<file path="src/bridge_err_regs.vh">
// Register offsets, bit positions and reset values for the bridge error logic.
// Assumes a 16-bit configuration register path addressed by byte offset.
`ifndef BRIDGE_ERR_REGS_VH
`define BRIDGE_ERR_REGS_VH
`define OFS_PRI_CMD 8'h04
`define OFS_PRI_STS 8'h06
`define OFS_SEC_STS 8'h1e
`define OFS_BR_CTL 8'h3e
`define RST_REG16 16'h0000
// Primary command bits
`define CMD_PAR_RESP 6
`define CMD_SERR_EN 8
// Status bits, shared by primary and secondary status
`define STS_DATA_PAR 8
`define STS_RCV_MABORT 13
`define STS_SIG_SERR 14
`define STS_RCV_SERR 14
`define STS_DET_PAR 15
// Bridge control bits
`define BC_PAR_RESP 0
`define BC_SERR_EN 1
`define BC_MABORT_MODE 5
`define BC_TMO_SERR_EN 11
// Writable masks
`define CMD_WMASK 16'h0140
`define BC_WMASK 16'h0823
`define STS_W1C_MASK 16'he100
`define PERR_DELAY 2'h2
`endif

</file>
<file path="src/bridge_parity_error_reporting.v">
// Error detection and reporting for the hub to PCI bridge function.
// Assumes event inputs are one-cycle pulses synchronous to sys_clk_in and that
// the hub controller routes the system error message to processor alerting logic.
`timescale 1ns/10ps
`include "bridge_err_regs.vh"
module bridge_parity_error_reporting (
   input wire sys_clk_in,
   input wire rst_in,
   // Configuration register port
   input wire cfg_wr_in,
   input wire [7:0] cfg_addr_in,
   input wire [15:0] cfg_wdata_in,
   output reg [15:0] cfg_rdata_out,
   // Hub side events
   input wire hub_hdr_err_in,
   input wire hub_hdr_sbe_in,
   input wire hub_hdr_to_bridge_in,
   input wire hub_cfg_wr_dpe_in,
   input wire hub_cpl_dpe_in,
   input wire hub_wr_dpe_in,
   input wire hub_wr_to_bridge_in,
   input wire hub_sbe_in,
   // PCI side events, then the hub side message ack
   input wire pci_addr_pe_in,
   input wire pci_mem_cycle_in,
   input wire pci_rd_dpe_in,
   input wire pci_tgt_wr_dpe_in,
   input wire pci_parity_error_pin_in,
   input wire pci_wr_from_hub_err_in,
   input wire pci_system_error_pin_in,
   input wire dt_timeout_in,
   input wire posted_mabort_in,
   input wire special_cycle_in,
   input wire serr_ack_in,
   // Actions
   output reg hub_cycle_abort_out,
   output reg hub_cycle_fwd_good_par_out,
   output reg pci_cycle_accept_out,
   output reg cfg_wr_discard_out,
   output reg poison_to_hub_out,
   output reg poison_to_pci_out,
   output reg mem_wr_drop_out,
   output reg pci_parity_error_pin_n_out,
   output reg pci_parity_error_pin_oe_out,
   output wire system_error_message_cycle_out
);
   reg [15:0] pri_cmd_ff;
   reg [15:0] pri_sts_ff;
   reg [15:0] sec_sts_ff;
   reg [15:0] br_ctl_ff;
   reg [15:0] nxt_pri_sts;
   reg [15:0] nxt_sec_sts;
   reg [1:0] perr_cnt_ff;
   reg serr_req;
   wire pri_resp;
   wire pri_serr;
   wire sec_resp;
   wire hub_hdr_bad;
   wire hub_wr_bad;
   wire hub_cpl_bad;

   // Register write select, reused for every register
   function sel;
      input [7:0] addr;
      input [7:0] ofs;
      begin
         sel = (addr == ofs);
      end
   endfunction

   assign pri_resp = pri_cmd_ff[`CMD_PAR_RESP];
   assign pri_serr = pri_cmd_ff[`CMD_SERR_EN];
   assign sec_resp = br_ctl_ff[`BC_PAR_RESP];
   // Single-bit ECC errors are corrected upstream and suppress header, write and completion errors
   assign hub_hdr_bad = hub_hdr_err_in & ~hub_hdr_sbe_in;
   assign hub_wr_bad = hub_wr_dpe_in & ~hub_sbe_in;
   assign hub_cpl_bad = hub_cpl_dpe_in & ~hub_sbe_in;

   always @* begin
      nxt_pri_sts = pri_sts_ff;
      nxt_sec_sts = sec_sts_ff;
      serr_req = 1'b0;
      // Software clears first so hardware set wins in the same cycle
      if (cfg_wr_in && sel(cfg_addr_in, `OFS_PRI_STS)) begin
         nxt_pri_sts = nxt_pri_sts & ~(cfg_wdata_in & `STS_W1C_MASK);
      end
      if (cfg_wr_in && sel(cfg_addr_in, `OFS_SEC_STS)) begin
         nxt_sec_sts = nxt_sec_sts & ~(cfg_wdata_in & `STS_W1C_MASK);
      end
      if (hub_hdr_bad) begin
         nxt_pri_sts[`STS_DET_PAR] = 1'b1;
         if (pri_resp && pri_serr) begin
            serr_req = 1'b1;
         end
      end
      if (pci_addr_pe_in) begin
         nxt_sec_sts[`STS_DET_PAR] = 1'b1;
         if (sec_resp && pri_serr && br_ctl_ff[`BC_SERR_EN]) begin
            serr_req = 1'b1;
         end
      end
      if (hub_cfg_wr_dpe_in) begin
         nxt_pri_sts[`STS_DET_PAR] = 1'b1;
         if (pri_resp) begin
            serr_req = 1'b1;
         end
      end
      if (pci_rd_dpe_in) begin
         nxt_sec_sts[`STS_DET_PAR] = 1'b1;
         if (sec_resp) begin
            nxt_sec_sts[`STS_DATA_PAR] = 1'b1;
         end
      end
      if (hub_cpl_bad) begin
         nxt_pri_sts[`STS_DET_PAR] = 1'b1;
         if (pri_resp) begin
            nxt_pri_sts[`STS_DATA_PAR] = 1'b1;
            serr_req = 1'b1;
         end
      end
      if (hub_wr_bad) begin
         nxt_pri_sts[`STS_DET_PAR] = 1'b1;
         if (pri_resp) begin
            serr_req = 1'b1;
         end
      end
      if (pci_tgt_wr_dpe_in) begin
         nxt_sec_sts[`STS_DET_PAR] = 1'b1;
      end
      if (pci_parity_error_pin_in) begin
         if (sec_resp) begin
            nxt_sec_sts[`STS_DATA_PAR] = 1'b1;
         end
         if (pri_serr && sec_resp && pri_resp && !pci_wr_from_hub_err_in) begin
            serr_req = 1'b1;
         end
      end
      if (pci_system_error_pin_in) begin
         nxt_sec_sts[`STS_RCV_SERR] = 1'b1;
         if (br_ctl_ff[`BC_SERR_EN] && pri_serr) begin
            serr_req = 1'b1;
         end
      end
      if (dt_timeout_in && pri_serr && br_ctl_ff[`BC_TMO_SERR_EN]) begin
         serr_req = 1'b1;
      end
      if (posted_mabort_in && !special_cycle_in) begin
         nxt_sec_sts[`STS_RCV_MABORT] = 1'b1;
         if (br_ctl_ff[`BC_MABORT_MODE]) begin
            serr_req = 1'b1;
         end
      end
      if (serr_req) begin
         nxt_pri_sts[`STS_SIG_SERR] = 1'b1;
      end
   end

   always @(posedge sys_clk_in or posedge rst_in) begin
      if (rst_in) begin
         pri_cmd_ff <= `RST_REG16;
         br_ctl_ff <= `RST_REG16;
         pri_sts_ff <= `RST_REG16;
         sec_sts_ff <= `RST_REG16;
      end else begin
         pri_sts_ff <= nxt_pri_sts;
         sec_sts_ff <= nxt_sec_sts;
         // Command and bridge control writes with a data error are dropped when response is on; status clears still apply
         if (cfg_wr_in && !(hub_cfg_wr_dpe_in && pri_resp)) begin
            if (sel(cfg_addr_in, `OFS_PRI_CMD)) begin
               pri_cmd_ff <= cfg_wdata_in & `CMD_WMASK;
            end
            if (sel(cfg_addr_in, `OFS_BR_CTL)) begin
               br_ctl_ff <= cfg_wdata_in & `BC_WMASK;
            end
         end
      end
   end

   // Read data and action strobes, all registered
   always @(posedge sys_clk_in or posedge rst_in) begin
      if (rst_in) begin
         cfg_rdata_out <= `RST_REG16;
         hub_cycle_abort_out <= 1'b0;
         hub_cycle_fwd_good_par_out <= 1'b0;
         pci_cycle_accept_out <= 1'b0;
         cfg_wr_discard_out <= 1'b0;
         poison_to_hub_out <= 1'b0;
         poison_to_pci_out <= 1'b0;
         mem_wr_drop_out <= 1'b0;
      end else begin
         case (cfg_addr_in)
            `OFS_PRI_CMD: cfg_rdata_out <= pri_cmd_ff;
            `OFS_PRI_STS: cfg_rdata_out <= pri_sts_ff;
            `OFS_SEC_STS: cfg_rdata_out <= sec_sts_ff;
            `OFS_BR_CTL: cfg_rdata_out <= br_ctl_ff;
            default: cfg_rdata_out <= `RST_REG16;
         endcase
         hub_cycle_abort_out <= hub_hdr_bad & pri_resp;
         hub_cycle_fwd_good_par_out <= hub_hdr_bad & ~pri_resp & hub_hdr_to_bridge_in;
         // With response off the address error is ignored; memory cycles accepted either way
         pci_cycle_accept_out <= pci_addr_pe_in & (~sec_resp | pci_mem_cycle_in);
         cfg_wr_discard_out <= hub_cfg_wr_dpe_in & pri_resp;
         poison_to_hub_out <= pci_rd_dpe_in | pci_tgt_wr_dpe_in;
         poison_to_pci_out <= hub_cpl_bad | (hub_wr_bad & hub_wr_to_bridge_in);
         mem_wr_drop_out <= hub_wr_bad & ~hub_wr_to_bridge_in;
      end
   end

   // Parity error pin, one clock low, two cycles after the data phase
   always @(posedge sys_clk_in or posedge rst_in) begin
      if (rst_in) begin
         perr_cnt_ff <= 2'h0;
         pci_parity_error_pin_n_out <= 1'b1;
         pci_parity_error_pin_oe_out <= 1'b0;
      end else begin
         if (pci_tgt_wr_dpe_in && sec_resp) begin
            perr_cnt_ff <= `PERR_DELAY - 2'h1;
         end else if (perr_cnt_ff != 2'h0) begin
            perr_cnt_ff <= perr_cnt_ff - 2'h1;
         end
         pci_parity_error_pin_n_out <= ~(perr_cnt_ff == 2'h1);
         pci_parity_error_pin_oe_out <= (perr_cnt_ff == 2'h1);
      end
   end

   serr_message_gen u_serr (
      .sys_clk_in(sys_clk_in),
      .rst_in(rst_in),
      .req_in(serr_req),
      .ack_in(serr_ack_in),
      .msg_req_out(system_error_message_cycle_out)
   );
endmodule // bridge_parity_error_reporting

</file>
<file path="src/serr_message_gen.v">
// Turns qualified system error requests into single message cycle requests.
// Assumes the hub side acknowledges each request with a one-cycle pulse.
`timescale 1ns/10ps
module serr_message_gen (
   input wire sys_clk_in,
   input wire rst_in,
   input wire req_in,
   input wire ack_in,
   output reg msg_req_out
);
   // Requests during a pending message merge into it
   always @(posedge sys_clk_in or posedge rst_in) begin
      if (rst_in) begin
         msg_req_out <= 1'b0;
      end else if (msg_req_out) begin
         if (ack_in) begin
            msg_req_out <= 1'b0;
         end
      end else if (req_in) begin
         msg_req_out <= 1'b1;
      end
   end
endmodule // serr_message_gen

</file>
<file path="config.mk">
export PLATFORM = sky130hd
export DESIGN_NAME = bridge_parity_error_reporting
export DESIGN_NICKNAME = d
export VERILOG_FILES = /design/src/bridge_parity_error_reporting.v /design/src/serr_message_gen.v
export VERILOG_INCLUDE_DIRS = /design/src
export SDC_FILE = /design/constraint.sdc
export NUM_CORES = 1
export LEC_CHECK = 0
export ABC_AREA = 1
export CORE_MARGIN = 10
export CORE_UTILIZATION = 40
export DETAILED_ROUTE_END_ITERATION = 10
export DONT_BUFFER_PORTS = 1
export PLACE_DENSITY_LB_ADDON = 0.3
export SLEW_MARGIN = 10
export SYNTH_ARGS = -nofsm -noshare
export SYNTH_HDL_FRONTEND = slang
export SYNTH_SLANG_ARGS = --single-unit
</file>
<file path="constraint.sdc">
create_clock -name sys_clk_in -period 1 [get_ports sys_clk_in]
set_input_delay 0.2 -clock sys_clk_in [delete_from_list [all_inputs] [get_ports sys_clk_in]]
set_output_delay 0.2 -clock sys_clk_in [all_outputs]
set_load 0.01 [all_outputs]
</file>
# After elaboration in Yosys (flattened, before gate mapping)

Index checks and enable logic that the tools add are counted.

Output and inout bits: 26
Flip-flop bits (word level): 66
Input port bits: 46

Bitwise operators: 22
Multiplexer cells: 41
Reductions and logical operators: 26
Eq/ne operators: 5
Add/sub/neg operators: 1

Operators with widths:

| kind                                              | number |
|---|---|
| case mux 16 bit (4 select lines)                  | 1 |
| two-way mux 1 bit                                 | 36 |
| AND 16 bit                                        | 2 |
| two-way mux 16 bit                                | 2 |
| == test 8 x 3 -> 1 bit (second input constant)    | 2 |
| inverter 16 bit                                   | 1 |
| logical AND 1 bit                                 | 14 |
| AND 1 bit                                         | 10 |
| nonzero test 2 bit                                | 5 |
| == test 8 x 5 -> 1 bit (second input constant)    | 1 |
| == test 8 x 6 -> 1 bit (second input constant)    | 1 |
| inverter 1 bit                                    | 6 |
| nonzero test 5 bit                                | 1 |
| two-way mux 2 bit                                 | 2 |
| AND reduction 2 bit                               | 2 |
| nonzero test 4 bit                                | 1 |
| zero test 1 bit                                   | 3 |
| bitwise OR 1 bit                                  | 3 |
| == test 2 x 1 -> 1 bit (second input constant)    | 1 |
| subtractor 2 x 1 -> 2 bit (second input constant) | 1 |

# Depth between registers and ports, before layout

Depth in word-level cells: 20
Mapped depth: 9
Depth with buffers taken out: 9

# Cells and area by module

From an unflattened synthesis, not the netlist that was laid out.

Cell total of the unflattened synthesis: 194
Area, all modules: 1651.6 um2

Modules (own cells, without submodules):

| module                        | area an instance (um2) | times used | cells each |
|---|---|---|---|
| bridge_parity_error_reporting | 1604.0                 | 1          | 187 |
| serr_message_gen              | 47.5                   | 1          | 7 |

# Least setup slack after synthesis

Ideal clock, no wire load.

Path kind: input -> register
Start: input cfg_addr_in[0]
End: register sec_sts_ff[14]
Arrival: 870 ps
Path slack: 12 ps
Stages: 5
Library setup time: 118 ps
Required time: 882 ps
Cells stage by stage: inv_1 -> nand2_4 -> nor3_4 -> nand3_2 -> a21o_1

Cells in the longest elaborated chain, start to end: 3

Ends and longest elaborated chain:

| what                                | line                                | source |
|---|---|---|
| start: declaration                  | bridge_parity_error_reporting.v:11  | `input wire [7:0] cfg_addr_in,` |
| == test 8 x 5 -> 1 bit              | bridge_parity_error_reporting.v:67  | `sel = (addr == ofs);` |
| logical AND 1 bit                   | bridge_parity_error_reporting.v:87  | `` if (cfg_wr_in && sel(cfg_addr_in, `OFS_SEC_STS)) begin `` |
| nonzero test 2 bit (no source line) | n/a                                 |  |
| end signal: assignment              | bridge_parity_error_reporting.v:163 | `` sec_sts_ff <= `RST_REG16; `` |
| end signal: assignment              | bridge_parity_error_reporting.v:166 | `sec_sts_ff <= nxt_sec_sts;` |
| end: declaration                    | bridge_parity_error_reporting.v:49  | `reg [15:0] sec_sts_ff;` |

No other way between the ends.
A chain may end at the register's enable or synchronous reset.

# Worst setup path after layout

Start: register pri_cmd_ff[6]
End: register u_serr.msg_req_out

Cells in the longest elaborated chain, start to end: 20
Elaborated cells on any way between the ends: 22

Ends and longest elaborated chain:

| what                     | line                                | source |
|---|---|---|
| start: declaration       | bridge_parity_error_reporting.v:47  | `reg [15:0] pri_cmd_ff;` |
| start signal: assignment | bridge_parity_error_reporting.v:160 | `` pri_cmd_ff <= `RST_REG16; `` |
| start signal: assignment | bridge_parity_error_reporting.v:170 | `` pri_cmd_ff <= cfg_wdata_in & `CMD_WMASK; `` |
| logical AND 1 bit        | bridge_parity_error_reporting.v:92  | `if (pri_resp && pri_serr) begin` |
| two-way mux 1 bit        | bridge_parity_error_reporting.v:92  |  |
| two-way mux 1 bit        | bridge_parity_error_reporting.v:90  | `if (hub_hdr_bad) begin` |
| two-way mux 1 bit        | bridge_parity_error_reporting.v:98  | `` if (sec_resp && pri_serr && br_ctl_ff[`BC_SERR_EN]) begin `` |
| two-way mux 1 bit        | bridge_parity_error_reporting.v:96  | `if (pci_addr_pe_in) begin` |
| two-way mux 1 bit        | bridge_parity_error_reporting.v:104 | `if (pri_resp) begin` |
| two-way mux 1 bit        | bridge_parity_error_reporting.v:102 | `if (hub_cfg_wr_dpe_in) begin` |
| two-way mux 1 bit        | bridge_parity_error_reporting.v:116 | `if (pri_resp) begin` |
| [... 4 more ...]         | n/a                                 |  |
| two-way mux 1 bit (*)    | bridge_parity_error_reporting.v:130 | `if (pci_parity_error_pin_in) begin` |
| two-way mux 1 bit        | bridge_parity_error_reporting.v:140 | `` if (br_ctl_ff[`BC_SERR_EN] && pri_serr) begin `` |
| two-way mux 1 bit (*)    | bridge_parity_error_reporting.v:138 | `if (pci_system_error_pin_in) begin` |
| two-way mux 1 bit (*)    | bridge_parity_error_reporting.v:144 | `` if (dt_timeout_in && pri_serr && br_ctl_ff[`BC_TMO_SERR_EN]) begin `` |
| two-way mux 1 bit        | bridge_parity_error_reporting.v:149 | `` if (br_ctl_ff[`BC_MABORT_MODE]) begin `` |
| two-way mux 1 bit (*)    | bridge_parity_error_reporting.v:147 | `if (posted_mabort_in && !special_cycle_in) begin` |
| two-way mux 1 bit (*)    | serr_message_gen.v:19               | `end else if (req_in) begin` |
| two-way mux 1 bit (*)    | serr_message_gen.v:15               | `end else if (msg_req_out) begin` |
| end signal: assignment   | serr_message_gen.v:14               | `msg_req_out <= 1'b0;` |
| end signal: assignment   | serr_message_gen.v:17               | `msg_req_out <= 1'b0;` |
| end signal: assignment   | serr_message_gen.v:20               | `msg_req_out <= 1'b1;` |
| end: declaration         | serr_message_gen.v:9                | `output reg msg_req_out` |

Mark *: on every way between the ends. The rest lies on a longest branch, timed or not.

==> flow_metrics.env <==
export IMPL_cp_arrival_ns=1.25
export IMPL_rows=22
export IMPL_cp_depth=8
export IMPL_fin_crit_sh=1.06
export IMPL_drt_pass1_iter_count=4
export IMPL_endpoint_kind="flop"
export IMPL_violations="setup timing"
export IMPL_hp_start="cfg_wr_in"
export IMPL_track_usage=0.111
export IMPL_n_antenna_cell=0
export IMPL_vias_per_cell=4.70
export IMPL_cts_tree="built"
export IMPL_hold_path_class="input port to flop"
export IMPL_synth_top_area_share=0.532
export IMPL_power_density_nw_per_um2=1650
export IMPL_syn_cell_area_um2=1600
export IMPL_drtIter0Drc=108
export IMPL_final_hold_violation_count=0
export IMPL_maxCapViolCount=0
export IMPL_dpl_hpwl_um=3150
export IMPL_synth_cell_types=26
export IMPL_slew_violations=0
export IMPL_status="complete, but fails checks"
export IMPL_pwr_share_seq=0.523
export IMPL_p_sw_frac=0.269
export IMPL_die_w_um=83.3
export IMPL_clock_path_buffers=2
export IMPL_cp_top_family="simple AND/OR/NAND/NOR gates"
export IMPL_cp_data_required_time_ns=1.18
export IMPL_layout_nets=255
export IMPL_r2r_cells=8
export IMPL_p_leak_nw=0.995
export IMPL_grt_pass1_wl_um=6180
export IMPL_port_buffer_count=0
export IMPL_drt_total_wl_um=3880
export IMPL_critPathKind="flop to flop"
export IMPL_drcViolationCount=0
export IMPL_synth_seq_cells=35
export IMPL_setup_viol=4
export IMPL_min_to="pri_sts_ff[13]"
export IMPL_ant_nets=0
export IMPL_p_int_mw=2.27
export IMPL_worst_path_buf_inv=0
export IMPL_start_kind="flop"
export IMPL_netlist_instances=183
export IMPL_routedWlPerCell_um=15.2
export IMPL_path_common_cell="nand2_1"
export IMPL_die_y_um=83.3
export IMPL_yosys_warnings=0
export IMPL_grt_max_degree=21
export IMPL_r2r_end="u_serr.msg_req_out"
export IMPL_setup_tns_ns=-0.179
export IMPL_clk_pin_slew_ns=0.07
export IMPL_setup_ws_ns=-0.0647
export IMPL_core_area_um2=3770
export IMPL_cts_root_buf="clkbuf_8"
export IMPL_clkSinkCount=35
export IMPL_power_frac_comb=0.163
export IMPL_via_count=1204
export IMPL_clk_latency_ns=0.29
export IMPL_start_util=0.424
export IMPL_hold_depth=1
export IMPL_cts_made_buffers=5
export IMPL_layout_drive_gt1_share=0.207
export IMPL_gp_congestion=0.810
export IMPL_fin_util=0.501
export IMPL_r2r_slack_ns=-0.06
export IMPL_rsz0062_at_grt="yes"
export IMPL_synthToLayoutAreaGrowth_pct=18.0
export IMPL_synth_seq_area_share=0.548
export IMPL_path_cells="nand3_2 -> nand2_1 -> nor2_1 -> nand2_1 -> nand2_1 -> nand2_1 -> nand2_1 -> nand2_1"
export IMPL_grt_overflow=0
export IMPL_clock_skew_ns=0.00579
export IMPL_cpPeakStageDelay_ns=0.45
export IMPL_slowest_stage="dfrtp_2"
export IMPL_grt_pass1_vias=1312
export IMPL_antenna_found_initial=0
export IMPL_worst_path_max_fanout=5
export IMPL_ios=72
export IMPL_finalCriticalPeriod_ns=1.06
export IMPL_dieArea_um2=6930
export IMPL_vdd_drop_max_v=0.000574
export IMPL_synth_area_leaders="dfrtp_1 53%, nand2_1 12%, inv_1 6.3%"
export IMPL_reg2reg_from="pri_cmd_ff[6]"
export IMPL_synth_avg_cell_area_um2=8.74
export IMPL_clkPwrFrac=0.314
export IMPL_max_freq_mhz=939
export IMPL_htree_num_levels=2
export IMPL_synth_top_cell_by_area="dfrtp_1"
export IMPL_switchingPower_mw=0.836
## cells in the final DEF, fill, tap and decap left out, types with 3 or more instances in the layout
master and instances:
nand2_1 50, dfrtp_1 33, inv_1 25, buf_4 15
nor2_1 14, nand3_1 12, conb_1 7, o21ai_0 5
clkbuf_8 5, nand3_2 4, nand2_2 3, o21ai_1 3
dlygate4sd3_1 3
## power by group through the flow
stage               combinational [mW]  clock (mW)  sequential, mW
detailed placement               0.399           0            1.65
floorplan                        0.291           0            1.64
global placement                 0.377           0            1.65
global route                     0.596        1.05            1.64
finish                           0.508       0.974            1.63
CTS                              0.444       0.995            1.63
## layout make-up
cell class,instances,area [µm²]
fillers,357,1880
multi-input cells,119,613
clock buffers,7,76.3
clock inverters,1,5.00
inverters,27,101
flip-flops and latches,35,878
repair buffers,19,154
well taps,48,60.1
## how the worst max path moves through the flow
stage                   startpoint                 end
global placement     pri_cmd_ff[6]  u_serr.msg_req_out
floorplan           cfg_addr_in[0]      sec_sts_ff[14]
global route         pri_cmd_ff[6]  u_serr.msg_req_out
finish               pri_cmd_ff[6]  u_serr.msg_req_out
CTS                  pri_cmd_ff[6]  u_serr.msg_req_out
detailed placement  cfg_addr_in[0]      sec_sts_ff[14]
## state kept, by name, indices dropped and copies added (netlist names)
name                         count
hub_cycle_abort_out              1
cfg_rdata_out                    9
u_serr.msg_req_out               1
poison_to_pci_out                1
pci_cycle_accept_out             1
pci_parity_error_pin_oe_out      1
mem_wr_drop_out                  1
hub_cycle_fwd_good_par_out       1
pri_cmd_ff                       2
cfg_wr_discard_out               1
poison_to_hub_out                1
sec_sts_ff                       4
perr_cnt_ff                      2
pci_parity_error_pin_n_out       1
br_ctl_ff                        4
pri_sts_ff                       4
## per-stage QoR
stage | power (mW) | instance area [µm²] | setup slack (ns) | std cells | hold WS [ns]
after floorplan | 1.94 | 1620 | 0.0119 | 189 | 0.266
after global placement | 2.02 | 1720 | -0.0757 | 242 | 0.126
after detailed placement | 2.05 | 1720 | -0.118 | 242 | 0.135
after CTS | 3.07 | 1860 | -0.0565 | 255 | 0.0134
after global routing | 3.29 | 1890 | -0.130 | 256 | 0.0116
final | 3.11 | 1890 | -0.0647 | 256 | 0.0168
## cells by family (layout without fill, tap and decap cells)
kind of cell	count (synthesis)	in the layout	synth area share
buffers and inverters	35	54	0.0993
AND/OR/NAND/NOR	96	96	0.285
AO/OA/AOI/OAI	14	14	0.0493
adder cells (fa/ha/maj)	2	2	0.0156
flip-flops	35	35	0.548
other	1	7	0.00234
## timing repair
item	in CTS	in global routing
pin swaps	3	2
hold endpoints to repair	36	0
hold buffers	3	0
gates resized for setup	6	6
setup endpoints to repair	10	12
setup buffers	2	1
## layer usage
layer	vias up	wire length [µm]	GRT usage
met2	40	2080	0.193
met4	0	77	0.0631
met5	-	0	0
met3	4	311	0.0498
met1	562	1410	0.106
li1	598	-	-
## cells in the mapped netlist
library cell and count:
nand2_1 52, dfrtp_1 34, inv_1 27, nor2_1 14, nand3_1 13, buf_4 7
o21ai_0 7, nand3_2 3, a21oi_1 2, ha_1 2, nand3b_1 2, nand4_1 2
nor2_2 2, nor2_4 2, o21a_1 2, or2_2 2, a21o_1 1, a31oi_1 1
buf_2 1, conb_1 1, dfstp_2 1, nand2_2 1, nand2_4 1, nor3_1 1
nor3_4 1, o21ai_1 1
No activity file was read; power rests on OpenSTA's default activity.
